[config.mk]
export PLATFORM = sky130hd
export DESIGN_NAME = dsc_top
export DESIGN_NICKNAME = d
export VERILOG_FILES = /design/src/hdl/dsc_pkg.sv /design/src/hdl/dsc_overload.sv /design/src/hdl/dsc_top.sv
export VERILOG_INCLUDE_DIRS = /design/src /design/src/hdl
export SDC_FILE = /design/constraint.sdc
export NUM_CORES = 2
export LEC_CHECK = 0
export CAP_MARGIN = 20
export CORE_UTILIZATION = 40
export DETAILED_ROUTE_END_ITERATION = 8
export DONT_BUFFER_PORTS = 1
export MAX_ROUTING_LAYER = met4
export SKIP_LAST_GASP = 1
export SYNTH_ARGS = -nofsm -noshare
export SYNTH_HDL_FRONTEND = slang
export SYNTH_SLANG_ARGS = --single-unit
[constraint.sdc]
create_clock -name mclk -period 55.9 [get_ports mclk]
set_input_delay 0 -clock mclk [delete_from_list [all_inputs] [get_ports mclk]]
set_output_delay 0 -clock mclk [all_outputs]
set_load 0.01 [all_outputs]
[src/hdl/dsc_defines.svh]
// constants for the drive setpoint conditioning block
`ifndef DSC_DEFINES_SVH
`define DSC_DEFINES_SVH

// input arrangement codes
`define DSC_ARR_PRESET4_JOG   2'h0
`define DSC_ARR_PRESET8       2'h1
`define DSC_ARR_POT_PRESET    2'h2

// manual setpoint select codes: 0..7 presets
`define DSC_MSEL_AUX          4'h8
`define DSC_MSEL_POT          4'h9

// reset values
`define DSC_POT_RST           16'sh0000
`define DSC_ACC_RST           48'h0000_0000_0000
`define DSC_OVL_RST           32'h0000_0000

// slope limits in 0.1 s units
`define DSC_RATE_MIN          16'h0001
`define DSC_RATE_MAX          16'h7530

// overload limits in percent and seconds
`define DSC_THR_MIN           8'h32
`define DSC_THR_MAX           8'h69
`define DSC_UPPER_MIN         8'h32
`define DSC_UPPER_MAX         8'h96
`define DSC_TIME_MIN          8'h05
`define DSC_TIME_MAX          8'h3C

// band width and slip level divisors of the limit frequency
`define DSC_SKIP_DIV          12
`define DSC_SLIP_DIV          24
`define DSC_FULL_LOAD         100
`define DSC_OVERSPEED_PCT     105

// timing: slope unit 0.1 s, overload tick 1 ms, clock 125 MHz
`define DSC_CLK_HZ            125000000
`define DSC_SLOPE_UNIT_MS     100
`define DSC_TICK_MS           1
`define DSC_CYC_PER_SLOPE     (`DSC_CLK_HZ / 1000 * `DSC_SLOPE_UNIT_MS)
`define DSC_CYC_PER_TICK      (`DSC_CLK_HZ / 1000 * `DSC_TICK_MS)
`define DSC_MS_PER_S          1000

`endif

[src/hdl/dsc_pkg.sv]
// types for the drive setpoint conditioning block
package dsc_pkg;
    typedef logic signed [15:0] dsc_freq_t;
    typedef logic        [7:0]  dsc_pct_t;
    typedef enum logic [1:0] {
        POT_IDLE,
        POT_RAISE,
        POT_LOWER,
        POT_LOAD
    } dsc_pot_state_t;
endpackage : dsc_pkg

[src/hdl/dsc_overload.sv]
// current-times-time overload trip timer
`include "dsc_defines.svh"
`timescale 1ns/10ps
`default_nettype none
module dsc_overload
    import dsc_pkg::*;
#(
    parameter int CYC_PER_TICK = `DSC_CYC_PER_TICK
) (
    input  wire logic     mclk,
    input  wire logic     rstn,
    input  wire logic     ce,
    input  wire dsc_pct_t current_pct,
    input  wire dsc_pct_t threshold,
    input  wire dsc_pct_t upper_limit,
    input  wire dsc_pct_t overload_time,
    input  wire logic     trip_clear,
    output logic          trip
);
    logic [31:0] tick_q;
    logic [31:0] tick_d;
    logic [31:0] acc_q;
    logic [31:0] acc_d;
    logic        trip_q;
    logic        trip_d;
    dsc_pct_t    thr_c;
    dsc_pct_t    upr_c;
    dsc_pct_t    tim_c;
    logic [31:0] budget;
    logic        tick;

    function automatic dsc_pct_t clamp_pct(input dsc_pct_t v,
                                           input dsc_pct_t lo,
                                           input dsc_pct_t hi);
        clamp_pct = (v < lo) ? lo : ((v > hi) ? hi : v);
    endfunction : clamp_pct

    always_comb begin
        thr_c  = clamp_pct(threshold, `DSC_THR_MIN, `DSC_THR_MAX);
        upr_c  = clamp_pct(upper_limit, `DSC_UPPER_MIN, `DSC_UPPER_MAX);
        tim_c  = clamp_pct(overload_time, `DSC_TIME_MIN, `DSC_TIME_MAX);
        // trip when sum of (i - thr) dt reaches (upper - thr) * time
        budget = (upr_c > thr_c) ?
                 32'((upr_c - thr_c) * tim_c * `DSC_MS_PER_S) : 32'h0;
        tick   = (tick_q == 32'(CYC_PER_TICK - 1));
        tick_d = tick ? 32'h0 : tick_q + 32'h1;
        acc_d  = acc_q;
        trip_d = trip_q;
        if (current_pct <= thr_c) begin
            acc_d = `DSC_OVL_RST;
        end else if (tick) begin
            acc_d = acc_q + 32'(current_pct - thr_c);
        end
        if (trip_clear) begin
            trip_d = 1'b0;
        end
        if (current_pct > thr_c && acc_q >= budget) begin
            trip_d = 1'b1;
        end
    end

    always_ff @(posedge mclk) begin
        if (!rstn) begin
            tick_q <= `DSC_OVL_RST;
            acc_q  <= `DSC_OVL_RST;
            trip_q <= 1'b0;
        end else if (ce) begin
            tick_q <= tick_d;
            acc_q  <= acc_d;
            trip_q <= trip_d;
        end
    end

    assign trip = trip_q;
endmodule : dsc_overload
`default_nettype wire

[src/hdl/dsc_top.sv]
// drive setpoint conditioning: pot setpoint, presets, skip, slip, overload
//
// Functional notes
// - pot works only in pot arrangement
// - input one raises, input two lowers
// - jog input loads pot preset value
// - pot setpoint never part of save
// - raise ramps toward clamped upper target
// - lower ramps toward clamped lower target
// - slopes: limit traverse time, 0.1-3000 s
// - pot frozen while s-ramp selected
// - two preset banks, all eight local
// - four-preset arrangement: inputs pick bank one
// - eight-preset arrangement: third input picks bank
// - four skip bands, each enabled separately
// - demand moved out of each enabled band in turn, before slip
// - band centre clamped zero to limit
// - band width clamped to limit/12
// - keypad aux setpoint used when selected
// - trip after inverse-current overload delay
// - threshold clamped 50 to 105 percent
// - upper limit clamped 50 to 150 percent
// - overload time clamped 5 to 60 s
// - slip adds level scaled by load
// - slip output capped at 105% max speed
`include "dsc_defines.svh"
`timescale 1ns/10ps
`default_nettype none
module dsc_top
    import dsc_pkg::*;
#(
    parameter int CYC_PER_SLOPE = `DSC_CYC_PER_SLOPE,
    parameter int CYC_PER_TICK  = `DSC_CYC_PER_TICK
) (
    input  wire logic            mclk,
    input  wire logic            rstn,
    input  wire logic            ce,
    input  wire logic            sel_in1_pin,
    input  wire logic            sel_in2_pin,
    input  wire logic            jog_in3_pin,
    input  wire logic [1:0]      input_arrangement_select,
    input  wire logic [3:0]      manual_select,
    input  wire logic            s_ramp_selected,
    input  wire dsc_freq_t       limit_freq,
    input  wire dsc_freq_t       max_speed,
    input  wire dsc_freq_t       pot_upper_target,
    input  wire dsc_freq_t       pot_lower_target,
    input  wire dsc_freq_t       pot_load_value,
    input  wire logic [15:0]     pot_increase_time,
    input  wire logic [15:0]     pot_decrease_time,
    input  wire dsc_freq_t [7:0] preset_speed,
    input  wire dsc_freq_t       operator_keypad_setpoint,
    input  wire logic [3:0]      skip_band_enables,
    input  wire dsc_freq_t [3:0] skip_band_centre,
    input  wire dsc_freq_t [3:0] skip_band_width,
    input  wire dsc_freq_t       demand_freq,
    input  wire dsc_freq_t       slip_comp_level,
    input  wire dsc_pct_t        load_pct,
    input  wire dsc_pct_t        current_pct,
    input  wire dsc_pct_t        overload_threshold,
    input  wire dsc_pct_t        overload_upper_limit,
    input  wire dsc_pct_t        overload_time,
    input  wire logic            overload_trip_clear,
    output dsc_freq_t            motorised_pot_setpoint,
    output dsc_freq_t            manual_setpoint,
    output dsc_freq_t            remote_preset,
    output logic                 pot_active,
    output dsc_freq_t            output_freq,
    output logic                 overload_trip
);
    // pin synchronisers
    logic [2:0]     pin_s1_q;
    logic [2:0]     pin_s2_q;
    logic           raise;
    logic           lower;
    logic           load;
    // pot state
    dsc_pot_state_t st_q;
    dsc_pot_state_t st_d;
    dsc_freq_t      pot_q;
    dsc_freq_t      pot_d;
    logic [47:0]    acc_q;
    logic [47:0]    acc_d;
    logic [47:0]    slope_thr;
    logic [15:0]    rate;
    dsc_freq_t      upper_c;
    dsc_freq_t      lower_c;
    dsc_freq_t      target;
    dsc_freq_t      neg_limit;
    logic           pot_mode;
    // setpoint selection and output path
    dsc_freq_t      man_q;
    dsc_freq_t      man_d;
    dsc_freq_t      rem_q;
    dsc_freq_t      rem_d;
    dsc_freq_t      out_q;
    dsc_freq_t      out_d;
    dsc_freq_t      skip_chain [0:4];
    dsc_freq_t      slip_c;
    logic [31:0]    slip_add;
    logic signed [17:0] with_slip;
    logic signed [17:0] cap;

    function automatic dsc_freq_t clamp_f(input dsc_freq_t v,
                                          input dsc_freq_t lo,
                                          input dsc_freq_t hi);
        clamp_f = (v < lo) ? lo : ((v > hi) ? hi : v);
    endfunction : clamp_f

    function automatic logic [15:0] clamp_rate(input logic [15:0] v);
        clamp_rate = (v < `DSC_RATE_MIN) ? `DSC_RATE_MIN :
                     ((v > `DSC_RATE_MAX) ? `DSC_RATE_MAX : v);
    endfunction : clamp_rate

    // moves a magnitude inside (centre +- width/2) out to the nearer edge
    function automatic dsc_freq_t skip_band(input dsc_freq_t f,
                                            input dsc_freq_t centre,
                                            input dsc_freq_t width);
        dsc_freq_t mag;
        dsc_freq_t half;
        dsc_freq_t lo;
        dsc_freq_t hi;
        mag  = (f < 0) ? -f : f;
        half = width >>> 1;
        lo   = centre - half;
        hi   = centre + half;
        if (mag > lo && mag < hi) begin
            mag = (mag < centre) ? lo : hi;
        end
        skip_band = (f < 0) ? -mag : mag;
    endfunction : skip_band

    // two-flop synchronisers on the terminal inputs
    always_ff @(posedge mclk) begin
        if (!rstn) begin
            pin_s1_q <= 3'h0;
            pin_s2_q <= 3'h0;
        end else if (ce) begin
            pin_s1_q <= {jog_in3_pin, sel_in2_pin, sel_in1_pin};
            pin_s2_q <= pin_s1_q;
        end
    end

    assign raise = pin_s2_q[0];
    assign lower = pin_s2_q[1];
    assign load  = pin_s2_q[2];

    // pot setpoint: command decode and slope generator
    always_comb begin
        neg_limit = -limit_freq;
        pot_mode  = (input_arrangement_select == `DSC_ARR_POT_PRESET) &&
                    !s_ramp_selected;
        upper_c   = clamp_f(pot_upper_target, neg_limit, limit_freq);
        lower_c   = clamp_f(pot_lower_target, neg_limit, limit_freq);
        st_d      = POT_IDLE;
        if (pot_mode) begin
            if (load) begin
                st_d = POT_LOAD;
            end else if (raise && !lower) begin
                st_d = POT_RAISE;
            end else if (lower && !raise) begin
                st_d = POT_LOWER;
            end else begin
                st_d = POT_IDLE;
            end
        end
        case (st_q)
            POT_RAISE: target = upper_c;
            POT_LOWER: target = lower_c;
            default:   target = pot_q;
        endcase
        rate = (st_q == POT_LOWER) ? clamp_rate(pot_decrease_time) :
                                     clamp_rate(pot_increase_time);
        // one lsb per slope_thr/limit cycles: limit lsbs per rate time
        slope_thr = 48'(rate) * 48'(CYC_PER_SLOPE);
        pot_d = pot_q;
        acc_d = acc_q;
        case (st_q)
            POT_LOAD: begin
                pot_d = clamp_f(pot_load_value, neg_limit, limit_freq);
                acc_d = `DSC_ACC_RST;
            end
            POT_RAISE, POT_LOWER: begin
                if (pot_q == target) begin
                    acc_d = `DSC_ACC_RST;
                end else if (acc_q + 48'(limit_freq) >= slope_thr) begin
                    acc_d = acc_q + 48'(limit_freq) - slope_thr;
                    pot_d = (pot_q < target) ? pot_q + 16'sh0001 :
                                               pot_q - 16'sh0001;
                end else begin
                    acc_d = acc_q + 48'(limit_freq);
                end
            end
            POT_IDLE: begin
                acc_d = `DSC_ACC_RST;
            end
            default: begin
                acc_d = `DSC_ACC_RST;
            end
        endcase
    end

    // volatile only: no save path carries this register
    always_ff @(posedge mclk) begin
        if (!rstn) begin
            st_q  <= POT_IDLE;
            pot_q <= `DSC_POT_RST;
            acc_q <= `DSC_ACC_RST;
        end else if (ce) begin
            st_q  <= st_d;
            pot_q <= pot_d;
            acc_q <= acc_d;
        end
    end

    // skip band chain over the four bands
    assign skip_chain[0] = demand_freq;
    genvar gi;
    generate
        for (gi = 0; gi < 4; gi = gi + 1) begin : g_skip
            dsc_freq_t centre_c;
            dsc_freq_t width_c;
            assign centre_c = clamp_f(skip_band_centre[gi], 16'sh0000,
                                      limit_freq);
            assign width_c  = clamp_f(skip_band_width[gi], 16'sh0000,
                                      16'(limit_freq / `DSC_SKIP_DIV));
            assign skip_chain[gi+1] = skip_band_enables[gi] ?
                skip_band(skip_chain[gi], centre_c, width_c) :
                skip_chain[gi];
        end
    endgenerate

    // setpoint selection, slip compensation and speed cap
    always_comb begin
        case (manual_select)
            `DSC_MSEL_AUX: man_d = clamp_f(operator_keypad_setpoint,
                                           -limit_freq, limit_freq);
            `DSC_MSEL_POT: man_d = pot_q;
            default: man_d = preset_speed[manual_select[2:0]];
        endcase
        case (input_arrangement_select)
            `DSC_ARR_PRESET4_JOG:
                rem_d = preset_speed[{1'b0, pin_s2_q[1:0]}];
            `DSC_ARR_PRESET8:
                rem_d = preset_speed[pin_s2_q[2:0]];
            `DSC_ARR_POT_PRESET:
                rem_d = pot_q;
            default:
                rem_d = rem_q;
        endcase
        slip_c   = clamp_f(slip_comp_level, 16'sh0000,
                           16'(limit_freq / `DSC_SLIP_DIV));
        slip_add = 32'(32'(slip_c) * load_pct) / `DSC_FULL_LOAD;
        if (skip_chain[4] < 0) begin
            with_slip = 18'(skip_chain[4]) - 18'(slip_add[15:0]);
        end else begin
            with_slip = 18'(skip_chain[4]) + 18'(slip_add[15:0]);
        end
        cap = 18'((32'(max_speed) * `DSC_OVERSPEED_PCT) / 100);
        if (with_slip > cap) begin
            out_d = 16'(cap);
        end else if (with_slip < -cap) begin
            out_d = 16'(-cap);
        end else begin
            out_d = 16'(with_slip);
        end
    end

    always_ff @(posedge mclk) begin
        if (!rstn) begin
            man_q <= `DSC_POT_RST;
            rem_q <= `DSC_POT_RST;
            out_q <= `DSC_POT_RST;
        end else if (ce) begin
            man_q <= man_d;
            rem_q <= rem_d;
            out_q <= out_d;
        end
    end

    dsc_overload #(
        .CYC_PER_TICK (CYC_PER_TICK)
    ) u_overload (
        .mclk          (mclk),
        .rstn          (rstn),
        .ce            (ce),
        .current_pct   (current_pct),
        .threshold     (overload_threshold),
        .upper_limit   (overload_upper_limit),
        .overload_time (overload_time),
        .trip_clear    (overload_trip_clear),
        .trip          (overload_trip)
    );

    assign motorised_pot_setpoint = pot_q;
    assign manual_setpoint        = man_q;
    assign remote_preset          = rem_q;
    assign output_freq            = out_q;
    assign pot_active             = (input_arrangement_select ==
                                     `DSC_ARR_POT_PRESET) && !s_ramp_selected;
endmodule : dsc_top
`default_nettype wire

# Yosys cells after proc, flatten, opt, wreduce, memory -nomap -nowiden
# Index checks and enable logic that the tools add are counted.
# word_totals
regBits,185
inputBits,474
output_inout_bits,66
# op_classes
add_sub_neg,28
multipliers,5
n_div,4
order_cmp,64
eq_ne,11
n_mux,86
n_reduce_logical,23
# op_table
operator,count
2-to-1 mux 16 bit,59
> comparator 16 bit,17
< comparator 16 x 1 -> 1 bit (second input constant),16
< comparator 16 bit,13
negation 16 bit,9
2-to-1 mux 32 bit,4
binary-select mux 16 bit (select 3 bit),2
2-to-1 mux 48 bit,2
one-hot mux 16 bit (2 select lines),3
one-hot mux 48 bit (2 select lines),1
adder 16 x 15 -> 16 bit,4
subtractor 16 x 15 -> 16 bit,4
adder 48 bit,1
>= comparator 48 x 40 -> 1 bit,1
2-to-1 mux 8 bit,6
one-hot mux 16 bit (3 select lines),1
subtractor 48 x 40 -> 48 bit,1
multiplier 16 x 19 -> 35 bit (second input constant),1
adder 32 x 1 -> 32 bit (second input constant),1
adder 32 bit,1
binary-select mux 16 bit (select 2 bit),1
divider 32 x 5 -> 32 bit (second input constant),1
divider 32 x 6 -> 32 bit (second input constant),1
divider 32 x 7 -> 32 bit (second input constant),1
41 further kinds,70

# Depth between registers and ports, before layout
# logic_depth
depth_word,40
ltp_mapped,199
mapped_depth_nobuf,184

# Hierarchy
# From an unflattened synthesis, not the netlist that was laid out.
# unflattened
cells_unflattened,9751
area_unflattened_um2,74793.0
# by_module_without_submodules
mod,n_inst,cells_each,area_per_inst_um2,seq_area_each_um2
dsc_top,1,8328,62955.4,2402.3
dsc_overload,1,1423,11837.6,1301.2

# Worst setup path after synthesis
# OpenSTA, ideal clock, no wires.
# synth_timing
kind,input to register
startpoint,in limit_freq[2]
endpoint,reg out_q[7] (netlist: output_freq[7])
arrival_time_ns,33.329
required_ns,55.805
setup_slack_ns,22.476
path_stages,180
cell_sequence,buf_2 > or3_1 > nor3_1 > and3_1 > clkbuf_1 > nand2_1 > nor3_1 > ha_1 > clkbuf_1 > a31oi_1 > a21oi_2 > xnor2_1 > o21ai_0 > a221oi_1 > o21ai_2 > or2_2 > o221ai_1 > mux2i_1 > (+144 left out) > a21o_1 > a21o_1 > a21o_1 > a21o_1 > xnor2_1 > xor2_1 > inv_1 > ha_1 > and4_1 > a21oi_1 > nand4b_1 > o21ai_0 > a31oi_1 > clkinv_1 > nand2_1 > nor2_1 > mux2_1 > a221oi_1
# synth_via
elab_chain_cells,40
word_cells_on_any_way,92
classes_between,add/sub (17); mul (1); div (3); order compare (27); mux (40); reduce/logical (4)
# synth_lines
element,line,rtl
start: declaration,dsc_top.sv:44,"input wire dsc_freq_t limit_freq,"
branches (longest 36 deep; another with divider 32 x 6 -> 32 bit),-,
2-to-1 mux 18 bit (*),dsc_top.sv:254,if (skip_chain[4] < 0) begin
< comparator 18 bit,dsc_top.sv:262,end else if (with_slip < -cap) begin
2-to-1 mux 16 bit,dsc_top.sv:262,
2-to-1 mux 16 bit (*),dsc_top.sv:260,if (with_slip > cap) begin
end signal: assignment,dsc_top.sv:273,out_q <= `DSC_POT_RST;
end signal: assignment,dsc_top.sv:277,out_q <= out_d;
end: declaration,dsc_top.sv:96,dsc_freq_t out_q;
# Every way passes the cells marked *.
# A chain may end at the register's enable or synchronous reset.

# Worst setup path after layout
# layout_timing
startpoint,in limit_freq[0]
endpoint,reg out_q[15] (netlist: output_freq[15])
# The elaborated chain is that of the path after synthesis.

==> metrics.txt <==
top-count cell post-synth=ha_1; share of cells above drive strength 1=0.0607; sequential-to-total area share from yosys stat=0.0503; RSZ-0062 raised after global routing=false; total number of vias=71700; total core area=183000 sq um; drt pass-1 iters=6; initial core utilization=0.402; Routed Antenna Nets=0; Synth area leader=ha_1; Final Setup Violations=0; Top FF cell, synth=dfxtp_1; XOR/XNOR share of the synthesized area=0.0844; full die area=186000 sq um; Post-synth EDFFs=0; Sinks on Clock Net=185; Synth Warn #=0; via/cell ratio=5.97; run status=completed; slowest cell on the critical path=a211oi_2; max-cap viol count=0; top cells by area, synth=ha_1 (19%), fa_1 (11%), xnor2_1 (5.8%), inv_1 (5.0%), dfxtp_1 (5.0%); chip width=431 um; commonest cells in the netlist=ha_1 (1148), inv_1 (988), nor2_1 (778), a21oi_1 (719), nand2_1 (648); fillcell total=18900; pins over their slew limit=0; Slew @ Worst Pin=1.18 ns; area share of fa/ha/maj cells after synthesis=0.308; global placement routability congestion=1.01; root buf cell=clkbuf_16; post-layout util=0.424; Yosys reg bits=185; Die Ht=431 um; post-CTS setup buffer count=0; largest net degree at the start of global routing=82; Residual DRC=0; synthesized area per cell=7.66 sq um; top fanout value on the critical path=36; first-pass GRT wire length=427000 um; TritonCTS buffer count=17; I/O Pins=540; clock tree buffer depth=2; fin nets=11500; minimum clock period after layout=38.04 ns; Final Hold Fails=0; Avg WL per Cell=23.8 um; Final period util=0.680; relative slew slack=0.191; Detailed Route Iter0 Violations=5486; Clk pin slew, worst setup/hold paths=0.08 ns; row cnt=157; clk_lat worst skew=0.49 ns; largest family of logic cells by synthesized area=adder cells; Crit Path Class=in -> reg; WP data arrival=38.44 ns; Area growth syn-to-layout=5.37%; synthesized area=73700 sq um; I/O Buffers=0; setup TNS=0 ns; f_max=26.3 MHz; CP required=56.30 ns; Startpoint Class=input port; Synth Area in Simple Gates=0.191; post-synthesis mux area share=0.0513; CTS tree=done; Synth Area in Compound Gates=0.246; initial antenna violation count=38; post-synth top area share=0.195; CP endpoint kind=register; post-detail-place hpwl=237000 um; H-tree depth=4; GR Overflow Total=0; number of global-route vias before repair=69100; Worst Hold Class=in -> reg; Fin Hold WS=0.00394 ns; Tot GR Track Use=0.307; Async S/R FF share, synth=0; final clock skew=0.0149 ns; Cells after Synth=9612; Total Wirelength=286000 um; crit-path max cell delay=0.85 ns; post-synth cell types=141
layout make-up:
| class | instances | area [sq um] | share of cell area |
|---|---|---|---|
| flip-flops and latches | 185 | 3710 | 0.0477 |
| well taps | 2464 | 3080 | 0.0397 |
| clock buffers | 19 | 433 | 0.00558 |
| multi-input cells | 8097 | 65000 | 0.838 |
| repair buffers | 152 | 1250 | 0.0162 |
| inverters | 1002 | 3760 | 0.0485 |
| diodes | 79 | 198 | 0.00255 |
| clock inverters | 13 | 168 | 0.00216 |
path summary, 6_finish.rpt:
check	startpoint	end	slack, ns	depth (start not counted)
worst min register to register	acc_q[19]	acc_q[19]	0.46	2
worst min-delay path	s_ramp_selected	st_q[0]	0.004	4
worst max-delay path	limit_freq[0]	output_freq[15]	17.86	170
worst max register to register	st_q[0]	acc_q[5]	43.33	51
state kept, by name, summed over array words and instances (netlist names):
| signal | cells |
|---|---|
| pin_s1_q | 3 |
| remote_preset | 16 |
| acc_q | 48 |
| u_overload.acc_q | 32 |
| u_overload.trip | 1 |
| u_overload.tick_q | 32 |
| st_q | 2 |
| output_freq | 16 |
| motorised_pot_setpoint | 16 |
| manual_setpoint | 16 |
| pin_s2_q | 3 |
critical path: cells and delay by family:
| kind | cells | cell delay (ns) |
|---|---|---|
| AO/OA/AOI/OAI | 72 | 17.06 |
| AND/OR/NAND/NOR | 58 | 11.47 |
| adder cells (fa/ha/maj) | 14 | 4.16 |
| XOR/XNOR | 9 | 2.12 |
| buffers and inverters | 12 | 1.92 |
| multiplexers | 5 | 1.64 |
metrics by stage:
step | setup slack (ns) | instance area (sq um) | cells
2_1_floorplan | 22.48 | 73800 | 9638
3_3_place_gp | 18.57 | 76400 | 11900
3_5_place_dp | 17.71 | 76400 | 11900
4_1_cts | 18.11 | 77300 | 11900
5_1_grt | 14.33 | 77600 | 12000
6_report | 17.86 | 77600 | 12000
layout by cell type, fill, tap and decap left out, types with 152 or more instances in the layout:
master    netlist  layout
nor3_1        176     174
a21o_1        194     194
nand2b_1      152     152
mux2i_1       179     179
xor2_1        191     191
a21oi_1       719     716
fa_1          410     410
xnor2_1       490     488
nand3_1       160     160
nor2b_1       186     186
dfxtp_1       185     183
nand2_1       648     648
o21bai_1      200     200
ha_1         1148    1147
inv_1         988     987
nor2_1        778     775
o21ai_0       498     495
per-layer routing:
metal	GRT usage	part of all wire
met3	0.0428	0.060
met5	-	0
met4	0.186	0.067
met2	0.500	0.47
met1	0.358	0.40
cells by family (layout without fill, tap and decap cells):
logic type,after synthesis,in the layout
adders and majority gates,1567,1567
xor gates and xnor gates,695,695
buffers and inverters,1356,1186
muxes,293,293
and+or+nand+nor,2827,2827
other,2,107
DFF,185,185
AOI/OAI and AO/OA,2687,2687
timing repair:
| item | CTS | global route |
|---|---|---|
| resized for setup | 0 | 0 |
| hold buffers | 27 | 1 |
| hold endpoints to repair | 106 | 2 |
Power is not shown: default switching activity piles up to over one toggle a cycle in this logic, so the estimate is an artifact.
